--- config.mk ---
export PLATFORM = sky130hd
export DESIGN_NAME = aprd_readout
export DESIGN_NICKNAME = d
export VERILOG_FILES = /design/src/design/aprd_pkg.sv /design/src/design/aprd_readout.sv
export SDC_FILE = /design/constraint.sdc
export NUM_CORES = 1
export LEC_CHECK = 0
export ABC_CLOCK_PERIOD_IN_PS = 7000
export BUFFER_PORTS_ARGS = -buffer_cell sky130_fd_sc_hd__buf_2
export CAP_MARGIN = 20
export CORE_MARGIN = 8
export CORE_UTILIZATION = 60
export DETAILED_ROUTE_END_ITERATION = 8
export GPL_TIMING_DRIVEN = 1
export PLACE_DENSITY = 0.77
export SLEW_MARGIN = 20
export SYNTH_ARGS = -nofsm -noshare
export SYNTH_HDL_FRONTEND = slang
export SYNTH_SLANG_ARGS = --single-unit
export TNS_END_PERCENT = 100
--- constraint.sdc ---
create_clock -name hclk -period 7 [get_ports hclk]
set_input_delay 0.35 -clock hclk [delete_from_list [all_inputs] [get_ports hclk]]
set_output_delay 0.35 -clock hclk [all_outputs]
set_load 0.01 [all_outputs]
--- src/design/aprd_pkg.sv ---
package aprd_pkg;
   // Clock and timing figures
   localparam int unsigned CLK_HZ = 40_000_000;
   localparam int unsigned REQ_SETTLE_MS = 100;
   localparam int unsigned REQ_SETTLE_CYC = CLK_HZ / 1000 * REQ_SETTLE_MS;
   localparam int unsigned TAIL_GAP_MS = 25;
   localparam int unsigned TAIL_GAP_CYC = CLK_HZ / 1000 * TAIL_GAP_MS;
   localparam int unsigned BAUD_BPS = 9600;
   localparam int unsigned BIT_CYC = CLK_HZ / BAUD_BPS;
   localparam longint unsigned INIT_RPM = 1250;
   localparam longint unsigned INIT_CNT_PER_REV = 131072;
   localparam int unsigned PULSE_CYC =
      int'((longint'(CLK_HZ) * 60) / (INIT_RPM * INIT_CNT_PER_REV));
   // Single-turn resolutions
   localparam logic [22:0] TOP_17BIT = 23'h01ffff;
   localparam logic [22:0] TOP_23BIT = 23'h7fffff;
   localparam int unsigned RES_SHIFT = 6;
   // Register byte offsets
   localparam logic [7:0] OFS_CTRL = 8'h00;
   localparam logic [7:0] OFS_STATUS = 8'h04;
   localparam logic [7:0] OFS_TURNS = 8'h08;
   localparam logic [7:0] OFS_POSITION = 8'h0c;
   // Control fields
   localparam int unsigned CTRL_ASSIGN_LSB = 0;
   localparam int unsigned CTRL_AXIS_B_BIT = 4;
   localparam int unsigned CTRL_CLR_TURNS_BIT = 8;
   localparam logic [3:0] ASSIGN_RST = 4'h0;
   localparam logic [3:0] ASSIGN_TERMINAL = 4'h4;
   // Encoder usage modes
   typedef enum logic [1:0] {
      APRD_MODE_ABS_SERIAL = 2'b00,
      APRD_MODE_INCR = 2'b01,
      APRD_MODE_ABS_QUIET = 2'b10
   } aprd_mode_t;
   // Transfer sequence
   typedef enum logic [2:0] {
      APRD_NORMAL = 3'b000,
      APRD_SETTLE = 3'b001,
      APRD_CONVERT = 3'b010,
      APRD_SEND = 3'b011,
      APRD_PULSES = 3'b100
   } aprd_state_t;
   // Captured AHB address phase
   typedef struct packed {
      logic valid;
      logic write;
      logic [7:0] addr;
   } aprd_aphase_t;
   // Serial frame characters
   localparam logic [6:0] CHAR_HEAD = 7'h50;
   localparam logic [6:0] CHAR_PLUS = 7'h2b;
   localparam logic [6:0] CHAR_MINUS = 7'h2d;
   localparam logic [6:0] CHAR_ZERO = 7'h30;
   localparam logic [6:0] CHAR_END = 7'h0d;
   localparam logic [2:0] LAST_BYTE = 3'h7;
   localparam logic [3:0] LAST_BIT = 4'h9;
   localparam logic [4:0] DABBLE_STEPS = 5'h10;
endpackage : aprd_pkg

--- src/design/aprd_readout.sv ---
// Design decisions made here: the placing of the registers and register access over AHB-Lite.
`timescale 1ns/1ps
`default_nettype none
// Notes on behaviour
// - Revolution count is signed 16-bit and wraps +32767 to -32768 and back.
// - Single-turn position counts 131072 or 8388608 per revolution by fitted encoder.
// - Request low, also at power-on, means no absolute data wanted.
// - Request rising edge starts transfer: revolution data, then initial pulses.
// - Motor stays de-energized and panel shows off during the transfer.
// - Request unassigned by default; digit 4 takes terminal four, axis B eight.
// - Usage mode 0 absolute with serial, 1 incremental, 2 absolute silent.
// - Incremental mode ignores request; mode change needs a power cycle.
// - Phase A serial then pulses, phase B pulses, index pulse always.
// - Serial pending state begins 100 ms after request rises.
// - Absolute information goes out as eight serial bytes on phase A.
// - Normal pulse output resumes about 25 ms after the last byte; here the 25 ms gap is timed from the conversion step instead.
// - Initial pulses cover origin to position at about 1250 rpm rate.
// - Serial data is revolution count relative to the setup base.
// - Serial is 9600 bps, start, 7-bit ASCII, even parity, stop.
module aprd_readout #(
   parameter int unsigned SETTLE_CYC = aprd_pkg::REQ_SETTLE_CYC,
   parameter int unsigned GAP_CYC = aprd_pkg::TAIL_GAP_CYC,
   parameter int unsigned BAUD_CYC = aprd_pkg::BIT_CYC
) (
   // Clock and reset
   input wire logic hclk,
   input wire logic hresetn,
   // AHB-Lite slave
   input wire logic hsel,
   input wire logic [31:0] haddr,
   input wire logic [1:0] htrans,
   input wire logic hwrite,
   input wire logic [2:0] hsize,
   input wire logic [31:0] hwdata,
   input wire logic hready,
   output logic hreadyout,
   output logic hresp,
   output logic [31:0] hrdata,
   // Pins and straps
   input wire logic input_terminal_four,
   input wire logic input_terminal_eight,
   input wire logic servo_on_input,
   input wire logic [1:0] encoder_mode_strap,
   input wire logic res_23bit_strap,
   // Shaft motion from the encoder interface, same clock
   input wire logic shaft_step,
   input wire logic shaft_step_fwd,
   // Encoder emulation and drive outputs
   output logic phase_a_out,
   output logic phase_b_out,
   output logic index_pulse_out,
   output logic motor_enable,
   output logic panel_off_ind
);
   aprd_pkg::aprd_state_t state;
   aprd_pkg::aprd_state_t next_state;
   aprd_pkg::aprd_mode_t mode;
   aprd_pkg::aprd_aphase_t aph;
   logic [3:0] assign_digit;
   logic axis_b;
   logic res23;
   logic strap_taken;
   logic [2:0] sync_req;
   logic [2:0] sync_son;
   logic req_level;
   logic son_level;
   logic req_prev;
   logic [15:0] turns;
   logic [22:0] shaft_pos;
   logic [31:0] timer;
   logic [31:0] gap_timer;
   logic [31:0] baud_cnt;
   logic [4:0] pulse_tick;
   logic [19:0] bcd;
   logic [15:0] mag;
   logic [4:0] dabble;
   logic neg;
   logic [16:0] pulses_left;
   logic [1:0] quad;
   logic [2:0] byte_idx;
   logic [3:0] bit_idx;
   logic [9:0] frame;
   logic [19:0] bcd_adj;
   logic [6:0] char_now;
   logic [2:0] char_sel;
   logic req_pin;
   logic req_rise;
   logic busy;
   logic bit_end;
   logic pulse_en;
   logic gap_done;
   logic [22:0] pos_top;
   logic ahb_wr;
   logic [31:0] rd_mux;

   // Pick the request terminal, then filter it through three stages
   // terminal routing
   assign req_pin = (assign_digit == aprd_pkg::ASSIGN_TERMINAL) &&
                    (axis_b ? input_terminal_eight : input_terminal_four);
   always_ff @(posedge hclk or negedge hresetn)
      if (!hresetn)
      begin
         sync_req <= 3'h0;
         sync_son <= 3'h0;
         req_level <= 1'b0;
         son_level <= 1'b0;
      end
      else
      begin
         sync_req <= {sync_req[1:0], req_pin};
         sync_son <= {sync_son[1:0], servo_on_input};
         // accept a change once stages agree
         if (sync_req[1] == sync_req[2])
            req_level <= sync_req[2];
         if (sync_son[1] == sync_son[2])
            son_level <= sync_son[2];
      end

   // low level is no request; incremental mode ignores it
   assign req_rise = req_level && !req_prev && (mode != aprd_pkg::APRD_MODE_INCR);
   assign busy = (state != aprd_pkg::APRD_NORMAL);
   // hold motor off and show off during transfer
   assign motor_enable = son_level && !busy;
   assign panel_off_ind = busy;
   assign pos_top = res23 ? aprd_pkg::TOP_23BIT : aprd_pkg::TOP_17BIT;
   // origin pulse always on the index line
   assign index_pulse_out = (shaft_pos == 23'h000000);

   // usage mode and resolution caught once after reset release
   always_ff @(posedge hclk or negedge hresetn)
      if (!hresetn)
      begin
         strap_taken <= 1'b0;
         mode <= aprd_pkg::APRD_MODE_INCR;
         res23 <= 1'b0;
         req_prev <= 1'b0;
      end
      else
      begin
         req_prev <= req_level;
         if (!strap_taken)
         begin
            strap_taken <= 1'b1;
            mode <= aprd_pkg::aprd_mode_t'(encoder_mode_strap == 2'b11 ?
                    2'b01 : encoder_mode_strap);
            res23 <= res_23bit_strap;
         end
      end

   // Shaft position and revolution tracking
   always_ff @(posedge hclk or negedge hresetn)
      if (!hresetn)
      begin
         shaft_pos <= 23'h000000;
         turns <= 16'h0000;
      end
      else if (ahb_wr && aph.addr == aprd_pkg::OFS_CTRL && hwdata[aprd_pkg::CTRL_CLR_TURNS_BIT])
         turns <= 16'h0000;
      else if (shaft_step && shaft_step_fwd)
      begin
         shaft_pos <= (shaft_pos == pos_top) ? 23'h000000 : shaft_pos + 23'h000001;
         if (shaft_pos == pos_top)
            turns <= turns + 16'h0001;
      end
      else if (shaft_step)
      begin
         shaft_pos <= (shaft_pos == 23'h000000) ? pos_top : shaft_pos - 23'h000001;
         if (shaft_pos == 23'h000000)
            turns <= turns - 16'h0001;
      end

   // Bit and pulse rate enables
   assign bit_end = (baud_cnt == BAUD_CYC - 1);
   assign pulse_en = (pulse_tick == 5'(aprd_pkg::PULSE_CYC - 1));
   assign gap_done = (gap_timer == 32'h00000000);

   // Transfer sequencer
   always_comb
   begin
      next_state = state;
      unique case (state)
         aprd_pkg::APRD_NORMAL:
            if (req_rise)
               next_state = aprd_pkg::APRD_SETTLE;
         aprd_pkg::APRD_SETTLE:
            if (timer == SETTLE_CYC - 1)
               next_state = aprd_pkg::APRD_CONVERT;
         aprd_pkg::APRD_CONVERT:
            // silent absolute mode skips the serial data
            if (dabble == aprd_pkg::DABBLE_STEPS)
               next_state = (mode == aprd_pkg::APRD_MODE_ABS_SERIAL) ?
                            aprd_pkg::APRD_SEND : aprd_pkg::APRD_PULSES;
         aprd_pkg::APRD_SEND:
            if (bit_end && bit_idx == aprd_pkg::LAST_BIT && byte_idx == aprd_pkg::LAST_BYTE)
               next_state = aprd_pkg::APRD_PULSES;
         aprd_pkg::APRD_PULSES:
            // normal output once pulses done and gap elapsed
            if (pulses_left == 17'h00000 && gap_done)
               next_state = aprd_pkg::APRD_NORMAL;
         default:
            next_state = aprd_pkg::APRD_NORMAL;
      endcase
   end

   always_ff @(posedge hclk or negedge hresetn)
      if (!hresetn)
         state <= aprd_pkg::APRD_NORMAL;
      else
         state <= next_state;

   // Settle timer and binary to decimal conversion of the turn count
   assign bcd_adj = {bcd[19:16] > 4'h4 ? bcd[19:16] + 4'h3 : bcd[19:16],
                     bcd[15:12] > 4'h4 ? bcd[15:12] + 4'h3 : bcd[15:12],
                     bcd[11:8] > 4'h4 ? bcd[11:8] + 4'h3 : bcd[11:8],
                     bcd[7:4] > 4'h4 ? bcd[7:4] + 4'h3 : bcd[7:4],
                     bcd[3:0] > 4'h4 ? bcd[3:0] + 4'h3 : bcd[3:0]};
   always_ff @(posedge hclk or negedge hresetn)
      if (!hresetn)
      begin
         timer <= 32'h00000000;
         bcd <= 20'h00000;
         mag <= 16'h0000;
         neg <= 1'b0;
         dabble <= 5'h00;
         pulses_left <= 17'h00000;
      end
      else if (state == aprd_pkg::APRD_SETTLE)
      begin
         timer <= timer + 32'h00000001;
         dabble <= 5'h00;
         bcd <= 20'h00000;
         neg <= turns[15];
         mag <= turns[15] ? 16'h0000 - turns : turns;
         pulses_left <= res23 ? shaft_pos[22:aprd_pkg::RES_SHIFT] : shaft_pos[16:0];
      end
      else if (state == aprd_pkg::APRD_CONVERT && dabble != aprd_pkg::DABBLE_STEPS)
      begin
         bcd <= {bcd_adj[18:0], mag[15]};
         mag <= {mag[14:0], 1'b0};
         dabble <= dabble + 5'h01;
      end
      else
      begin
         timer <= 32'h00000000;
         if (state == aprd_pkg::APRD_PULSES && pulse_en && pulses_left != 17'h00000)
            pulses_left <= pulses_left - 17'h00001;
      end

   // Slot to load: first one at rest, the following one at each reload
   assign char_sel = (state == aprd_pkg::APRD_SEND) ? byte_idx + 3'h1 : 3'h0;
   // Character of each byte slot
   always_comb
   begin
      unique case (char_sel)
         3'h0: char_now = aprd_pkg::CHAR_HEAD;
         3'h1: char_now = neg ? aprd_pkg::CHAR_MINUS : aprd_pkg::CHAR_PLUS;
         3'h2: char_now = aprd_pkg::CHAR_ZERO + {3'h0, bcd[19:16]};
         3'h3: char_now = aprd_pkg::CHAR_ZERO + {3'h0, bcd[15:12]};
         3'h4: char_now = aprd_pkg::CHAR_ZERO + {3'h0, bcd[11:8]};
         3'h5: char_now = aprd_pkg::CHAR_ZERO + {3'h0, bcd[7:4]};
         3'h6: char_now = aprd_pkg::CHAR_ZERO + {3'h0, bcd[3:0]};
         3'h7: char_now = aprd_pkg::CHAR_END;
      endcase
   end

   // Serial transmitter, line idles high
   always_ff @(posedge hclk or negedge hresetn)
      if (!hresetn)
      begin
         baud_cnt <= 32'h00000000;
         bit_idx <= 4'h0;
         byte_idx <= 3'h0;
         frame <= 10'h3ff;
      end
      else if (state != aprd_pkg::APRD_SEND)
      begin
         baud_cnt <= 32'h00000000;
         bit_idx <= 4'h0;
         byte_idx <= 3'h0;
         // stop, even parity, 7 data LSB first, start
         frame <= {1'b1, ^char_now, char_now, 1'b0};
      end
      else if (bit_end)
      begin
         baud_cnt <= 32'h00000000;
         if (bit_idx == aprd_pkg::LAST_BIT)
         begin
            bit_idx <= 4'h0;
            byte_idx <= byte_idx + 3'h1;
            frame <= {1'b1, ^char_now, char_now, 1'b0};
         end
         else
         begin
            bit_idx <= bit_idx + 4'h1;
            frame <= {1'b1, frame[9:1]};
         end
      end
      else
         baud_cnt <= baud_cnt + 32'h00000001;

   // Pulse rate divider and tail gap timer
   always_ff @(posedge hclk or negedge hresetn)
      if (!hresetn)
      begin
         pulse_tick <= 5'h00;
         gap_timer <= 32'h00000000;
      end
      else
      begin
         pulse_tick <= pulse_en ? 5'h00 : pulse_tick + 5'h01;
         // 25 ms counted from the conversion step, before the first byte
         if (state == aprd_pkg::APRD_CONVERT)
            gap_timer <= GAP_CYC;
         else if (!gap_done)
            gap_timer <= gap_timer - 32'h00000001;
      end

   // Quadrature generator and phase outputs
   always_ff @(posedge hclk or negedge hresetn)
      if (!hresetn)
      begin
         quad <= 2'b11; // A high, B low: no false edge after reset
         phase_a_out <= 1'b1;
         phase_b_out <= 1'b0;
      end
      else
      begin
         // initial pulses forward, then normal pulses follow the shaft
         if (state == aprd_pkg::APRD_PULSES && pulse_en && pulses_left != 17'h00000)
            quad <= quad + 2'b01;
         else if (state == aprd_pkg::APRD_NORMAL && shaft_step)
            quad <= shaft_step_fwd ? quad + 2'b01 : quad - 2'b01;
         // phase A carries serial data while sending
         if (state == aprd_pkg::APRD_SEND)
            phase_a_out <= frame[0];
         else if (state == aprd_pkg::APRD_SETTLE || state == aprd_pkg::APRD_CONVERT)
            phase_a_out <= 1'b1;
         else
            phase_a_out <= quad[1];
         phase_b_out <= quad[1] ^ quad[0];
      end

   // AHB-Lite address phase capture and register writes
   assign ahb_wr = aph.valid && aph.write;
   always_ff @(posedge hclk or negedge hresetn)
      if (!hresetn)
      begin
         aph <= '0;
         assign_digit <= aprd_pkg::ASSIGN_RST;
         axis_b <= 1'b0;
      end
      else
      begin
         if (hready)
            aph <= '{valid: hsel && htrans[1], write: hwrite, addr: haddr[7:0]};
         if (ahb_wr && aph.addr == aprd_pkg::OFS_CTRL)
         begin
            assign_digit <= hwdata[aprd_pkg::CTRL_ASSIGN_LSB +: 4];
            axis_b <= hwdata[aprd_pkg::CTRL_AXIS_B_BIT];
         end
      end

   // Read data select; unmapped offsets read zero
   assign rd_mux =
      (aph.addr == aprd_pkg::OFS_CTRL) ? {23'h0, 4'h0, axis_b, assign_digit} :
      (aph.addr == aprd_pkg::OFS_STATUS) ? {24'h0, req_level, res23, mode, busy, state} :
      (aph.addr == aprd_pkg::OFS_TURNS) ? {{16{turns[15]}}, turns} :
      (aph.addr == aprd_pkg::OFS_POSITION) ? {9'h000, shaft_pos} : 32'h00000000;
   assign hrdata = (aph.valid && !aph.write) ? rd_mux : 32'h00000000;
   assign hreadyout = 1'b1;
   assign hresp = 1'b0;
endmodule : aprd_readout
`default_nettype wire

==> results by group <==
Final layout
  • NumNets Final: 1,777
  • Layout cells sized above 1: 0.113
  • Antenna Cells: 0
  • Synth-to-layout area growth: 9.30%
  • Post-layout utilization of the core: 0.666

Power and ir drop
  • Largest vdd supply drop: 0.276 mV
  • Pwr per Cell Area: 301 mW/mm²
  • Comb power frac: 0.281
  • Part of the power in the clock network: 0.303
  • Proportion of power drawn by flip-flops and latches: 0.416
  • Switching power total: 1750 µW
  • Fraction of power spent switching nets: 0.361
  • Leak pwr: 0.00684 µW
  • Internal power: 3110 µW

Min path
  • Cell depth of the worst hold path: 2
  • Min-delay worst type: primary input to flip-flop
  • Destination of the worst hold path: res23
  • Hold path start: res_23bit_strap

Global routing
  • Maximum number of pins on one net before global-route repair: 101
  • Vias in the first global route: 11,800
  • Total congestion overflow: 0
  • Antenna violations before repair: 0
  • Wire length of the first global-routing pass: 57,900 µm
  • Global-route usage over all layers: 0.226

Placed design
  • Port bufs: 64
  • Placed wire-length estimate after detailed placement: 23,300 µm
  • Final estimated routing congestion in global placement: 0.924

Timing
  • Post-route clock skew: 0.00803 ns
  • Final Hold Slack: 0.0367 ns
  • Final Max Tran Viols: 0
  • Least-Margin Pin Slew: 0.944 ns
  • Unrepaired setup endpoints after global routing: false
  • Final setup fails: 0
  • Shortest period the worst path allows: 3.69 ns
  • Period Utilization, post-route: 0.527
  • Highest clock rate: 0.271 GHz
  • Setup TNS: 0 ns
  • Final Hold Violating Endpoints: 0
  • Worst slew margin relative to its limit: 0.371

Synth
  • Share of Yosys cell area claimed by the top area cell type: 0.402
  • Synthesis-stage register bit count: 250
  • Sequential element share of the synthesized area: 0.425
  • Number of enable flip-flop cells after synthesis: 0
  • Library cell occupying the most area in the post-synthesis netlist: sky130_fd_sc_hd__dfrtp_1
  • Library cells used by synthesis: 79
  • Summed instance area of the synthesized netlist: 0.0148 mm²
  • Number of instances in the synthesized netlist: 1,648
  • Cells taking the most area after synthesis: sky130_fd_sc_hd__dfrtp_1, sky130_fd_sc_hd__nor2_1, sky130_fd_sc_hd__xnor2_1
  • Ys async rst share: 1.00
  • Mean post-synth cell area: 8.96 µm²
  • Synth warnings: 0
  • Most common flop cell mapped by yosys: sky130_fd_sc_hd__dfrtp_1

Clock tree
  • Sinks on the clock net: 250
  • Max clock buf depth: 3
  • Inserted Clock Buffers: 28
  • Clock root cell: sky130_fd_sc_hd__clkbuf_16
  • Clock tree from TritonCTS: built
  • Number of setup buffers added after CTS: 0
  • Worst-skew pair later-pin latency: 0.54 ns
  • Register clock-pin slew on the reported worst setup and hold paths: 0.06 ns
  • Number of instances resized during post-cts repair: 0
  • Maximum level of the CTS H-tree: 1

Job
  • Number of max-cap violations: 0

Worst setup path
  • CP max stage delay: 0.68 ns
  • Critical Setup Path Class: primary input to flip-flop
  • Sort of element at the start of the critical path: primary input
  • Startpoint of the worst-slack reg-to-reg timing path: byte_idx[0]
  • Largest fanout on the critical path: 21
  • Ordered cell list for the critical path: buf_2, and2_1, inv_1, buf_4, fa_1, a21o_1, a2111oi_0, buf_4, o211ai_1, a221oi_1, xnor2_1, mux2i_1, nor2_1
  • Minimum setup slack among reg-to-reg paths: 3.67 ns
  • Crit path required time: 7.48 ns
  • Endpoint of the most critical register-to-register path: frame[8]
  • Most frequent cell on the critical path: sky130_fd_sc_hd__buf_4
  • Slowest cell on crit path: sky130_fd_sc_hd__and2_1
  • Arr. time, crit path: 4.16 ns
  • Depth of the worst register-to-register path: 9
  • CP Capture Type: flip-flop

Die
  • Die width: 173 µm
  • Std-Cell Rows: 57
  • Die area: 0.0299 mm²
  • Top-level I/O count: 121
  • Effective utilization at floorplan: 0.609
  • Die Y-Extent: 173 µm
  • Total core area: 0.0242 mm²

Drt
  • Total via count in the routed design: 12,300
  • Routed wire length per instance: 17.2 µm
  • Number of search-and-repair iterations in the first detailed-routing pass: 6
  • Starting DRT DRC Count: 1,251
  • Number of nets with antenna violations after detailed routing: 0
  • Total routed wirelength: 34,600 µm
  • DRC errors left: 0
  • Via density per instance: 6.12

Outcome
  • Run status: complete, no violations
## placed cells by master (no fill, tap or decap), drive strengths merged, types with 11 or more instances in the layout
| cell | netlist | routed |
|---|---|---|
| o21ai | 122 | 122 |
| nor2 | 193 | 193 |
| nand4 | 20 | 20 |
| nor4 | 34 | 34 |
| dfrtp | 237 | 237 |
| a31oi | 13 | 13 |
| mux2 | 21 | 21 |
| and3 | 27 | 27 |
| xor2 | 62 | 62 |
| nor2b | 23 | 23 |
| nand2b | 15 | 15 |
| o31ai | 19 | 19 |
| inv | 51 | 51 |
| mux2i | 24 | 24 |
| nand2 | 123 | 123 |
| dfstp | 13 | 13 |
| ha | 36 | 36 |
| a21oi | 86 | 86 |
| a22oi | 15 | 15 |
| a211oi | 18 | 18 |
| nor3 | 51 | 51 |
| buf | 25 | 81 |
| and2 | 11 | 11 |
| or4 | 23 | 23 |
| nand3 | 78 | 78 |
| clkbuf | 80 | 45 |
| xnor2 | 71 | 71 |
| or3 | 20 | 20 |
## state kept, by name (all words and copies together), names as in the netlist, 4 cells and up
signal / cells
pulses_left: 17
baud_cnt: 32
dabble: 5
bit_idx: 4
frame: 9
pulse_tick: 5
gap_timer: 32
turns: 16
assign_digit: 4
bcd: 20
mag: 16
shaft_pos: 23
aph: 10
timer: 32
## how the worst max path moves through the flow
| stage | start | endpoint | cells past startpoint |
|---|---|---|---|
| global route | shaft_step_fwd | turns[14] | 13 |
| finish | shaft_step_fwd | turns[14] | 13 |
| detailed placement | shaft_step_fwd | turns[14] | 13 |
| global placement | shaft_step_fwd | turns[14] | 13 |
| CTS | shaft_pos[14] | index_pulse_out | 5 |
| floorplan | shaft_step_fwd | turns[14] | 13 |
## cells by family (layout without fill, tap and decap cells)
group | count (synthesis) | after routing | share of synthesized area
compound gates | 359 | 359 | 0.153
xor+xnor | 134 | 134 | 0.0804
fa+ha+maj | 39 | 39 | 0.0332
buf+inv | 156 | 187 | 0.0444
flops | 250 | 250 | 0.425
mux | 50 | 50 | 0.0407
other cells | 2 | 3 | 0.000508
simple gates | 658 | 658 | 0.223
## power groups by stage
stage	clock network [µW]	registers, µW	logic, µW
floorplan	0	1860	1150
global placement	0	2020	1310
detailed placement	0	2030	1350
CTS	1500	2010	1370
global route	1560	2060	1530
finish	1470	2020	1370
## timing repair
| item | 4_1_cts | 5_1_grt |
|---|---|---|
| hold endpoints to repair | 94 | 0 |
| hold buffers | 2 | 0 |
| endpoints found under the setup margin | 0 | 0 |
## worst max-delay path: cells and delay by family
kind                     cells  cell delay (ns)
AO/OA/AOI/OAI                4             1.01
XOR/XNOR                     1             0.16
adder cells (fa/ha/maj)      1             0.42
buffers and inverters        4             1.36
multiplexers                 1             0.08
AND/OR/NAND/NOR              2             0.77
## cell usage after synthesis (8+ instances only)
master / number
sky130_fd_sc_hd__a211oi_1: 18
sky130_fd_sc_hd__a21oi_1: 86
sky130_fd_sc_hd__a221o_1: 8
sky130_fd_sc_hd__a22oi_1: 15
sky130_fd_sc_hd__a31oi_1: 13
sky130_fd_sc_hd__and2_1: 11
sky130_fd_sc_hd__and3_1: 27
sky130_fd_sc_hd__buf_4: 11
sky130_fd_sc_hd__clkbuf_1: 80
sky130_fd_sc_hd__dfrtp_1: 237
sky130_fd_sc_hd__dfstp_2: 13
sky130_fd_sc_hd__ha_1: 36
sky130_fd_sc_hd__inv_1: 50
sky130_fd_sc_hd__mux2_2: 21
sky130_fd_sc_hd__mux2i_1: 23
sky130_fd_sc_hd__nand2_1: 122
sky130_fd_sc_hd__nand2b_1: 15
sky130_fd_sc_hd__nand3_1: 78
sky130_fd_sc_hd__nand4_1: 20
sky130_fd_sc_hd__nor2_1: 193
sky130_fd_sc_hd__nor2b_1: 23
sky130_fd_sc_hd__nor3_1: 51
sky130_fd_sc_hd__nor4_1: 33
sky130_fd_sc_hd__nor4b_1: 8
sky130_fd_sc_hd__o21ai_0: 120
sky130_fd_sc_hd__o31ai_1: 19
sky130_fd_sc_hd__or3_1: 20
sky130_fd_sc_hd__or4_1: 21
sky130_fd_sc_hd__xnor2_1: 71
sky130_fd_sc_hd__xor2_1: 62
## area by class of cell
class                   count  area [µm²]
inverters                  51         191
repair buffers             84         483
multi-input cells        1243        7860
flip-flops and latches    250        6270
well taps                 324         405
clock buffers              44         862
fillers                  1969        8100
clock inverters             8        67.6
## metrics by stage
step,total power [µW],instance area [µm²],std cells,setup slack (ns)
final,4860,16100,2004,3.31
after global routing,5140,16100,2004,3.11
after CTS,4880,16100,2003,3.40
after detailed placement,3390,15200,1949,2.87
after global placement,3340,15200,1949,2.88
after floorplan,3010,14800,1649,3.19
## layer usage
| layer | up-vias | global-route usage | wire length (µm) |
|---|---|---|---|
| met4 | 0 | 0.0837 | 1120 |
| met1 | 5923 | 0.311 | 15600 |
| met3 | 81 | 0.0301 | 1740 |
| li1 | 5917 | - | - |
| met2 | 346 | 0.360 | 16100 |
| met5 | - | 0 | 0 |
(Power assumes the default switching activity.)
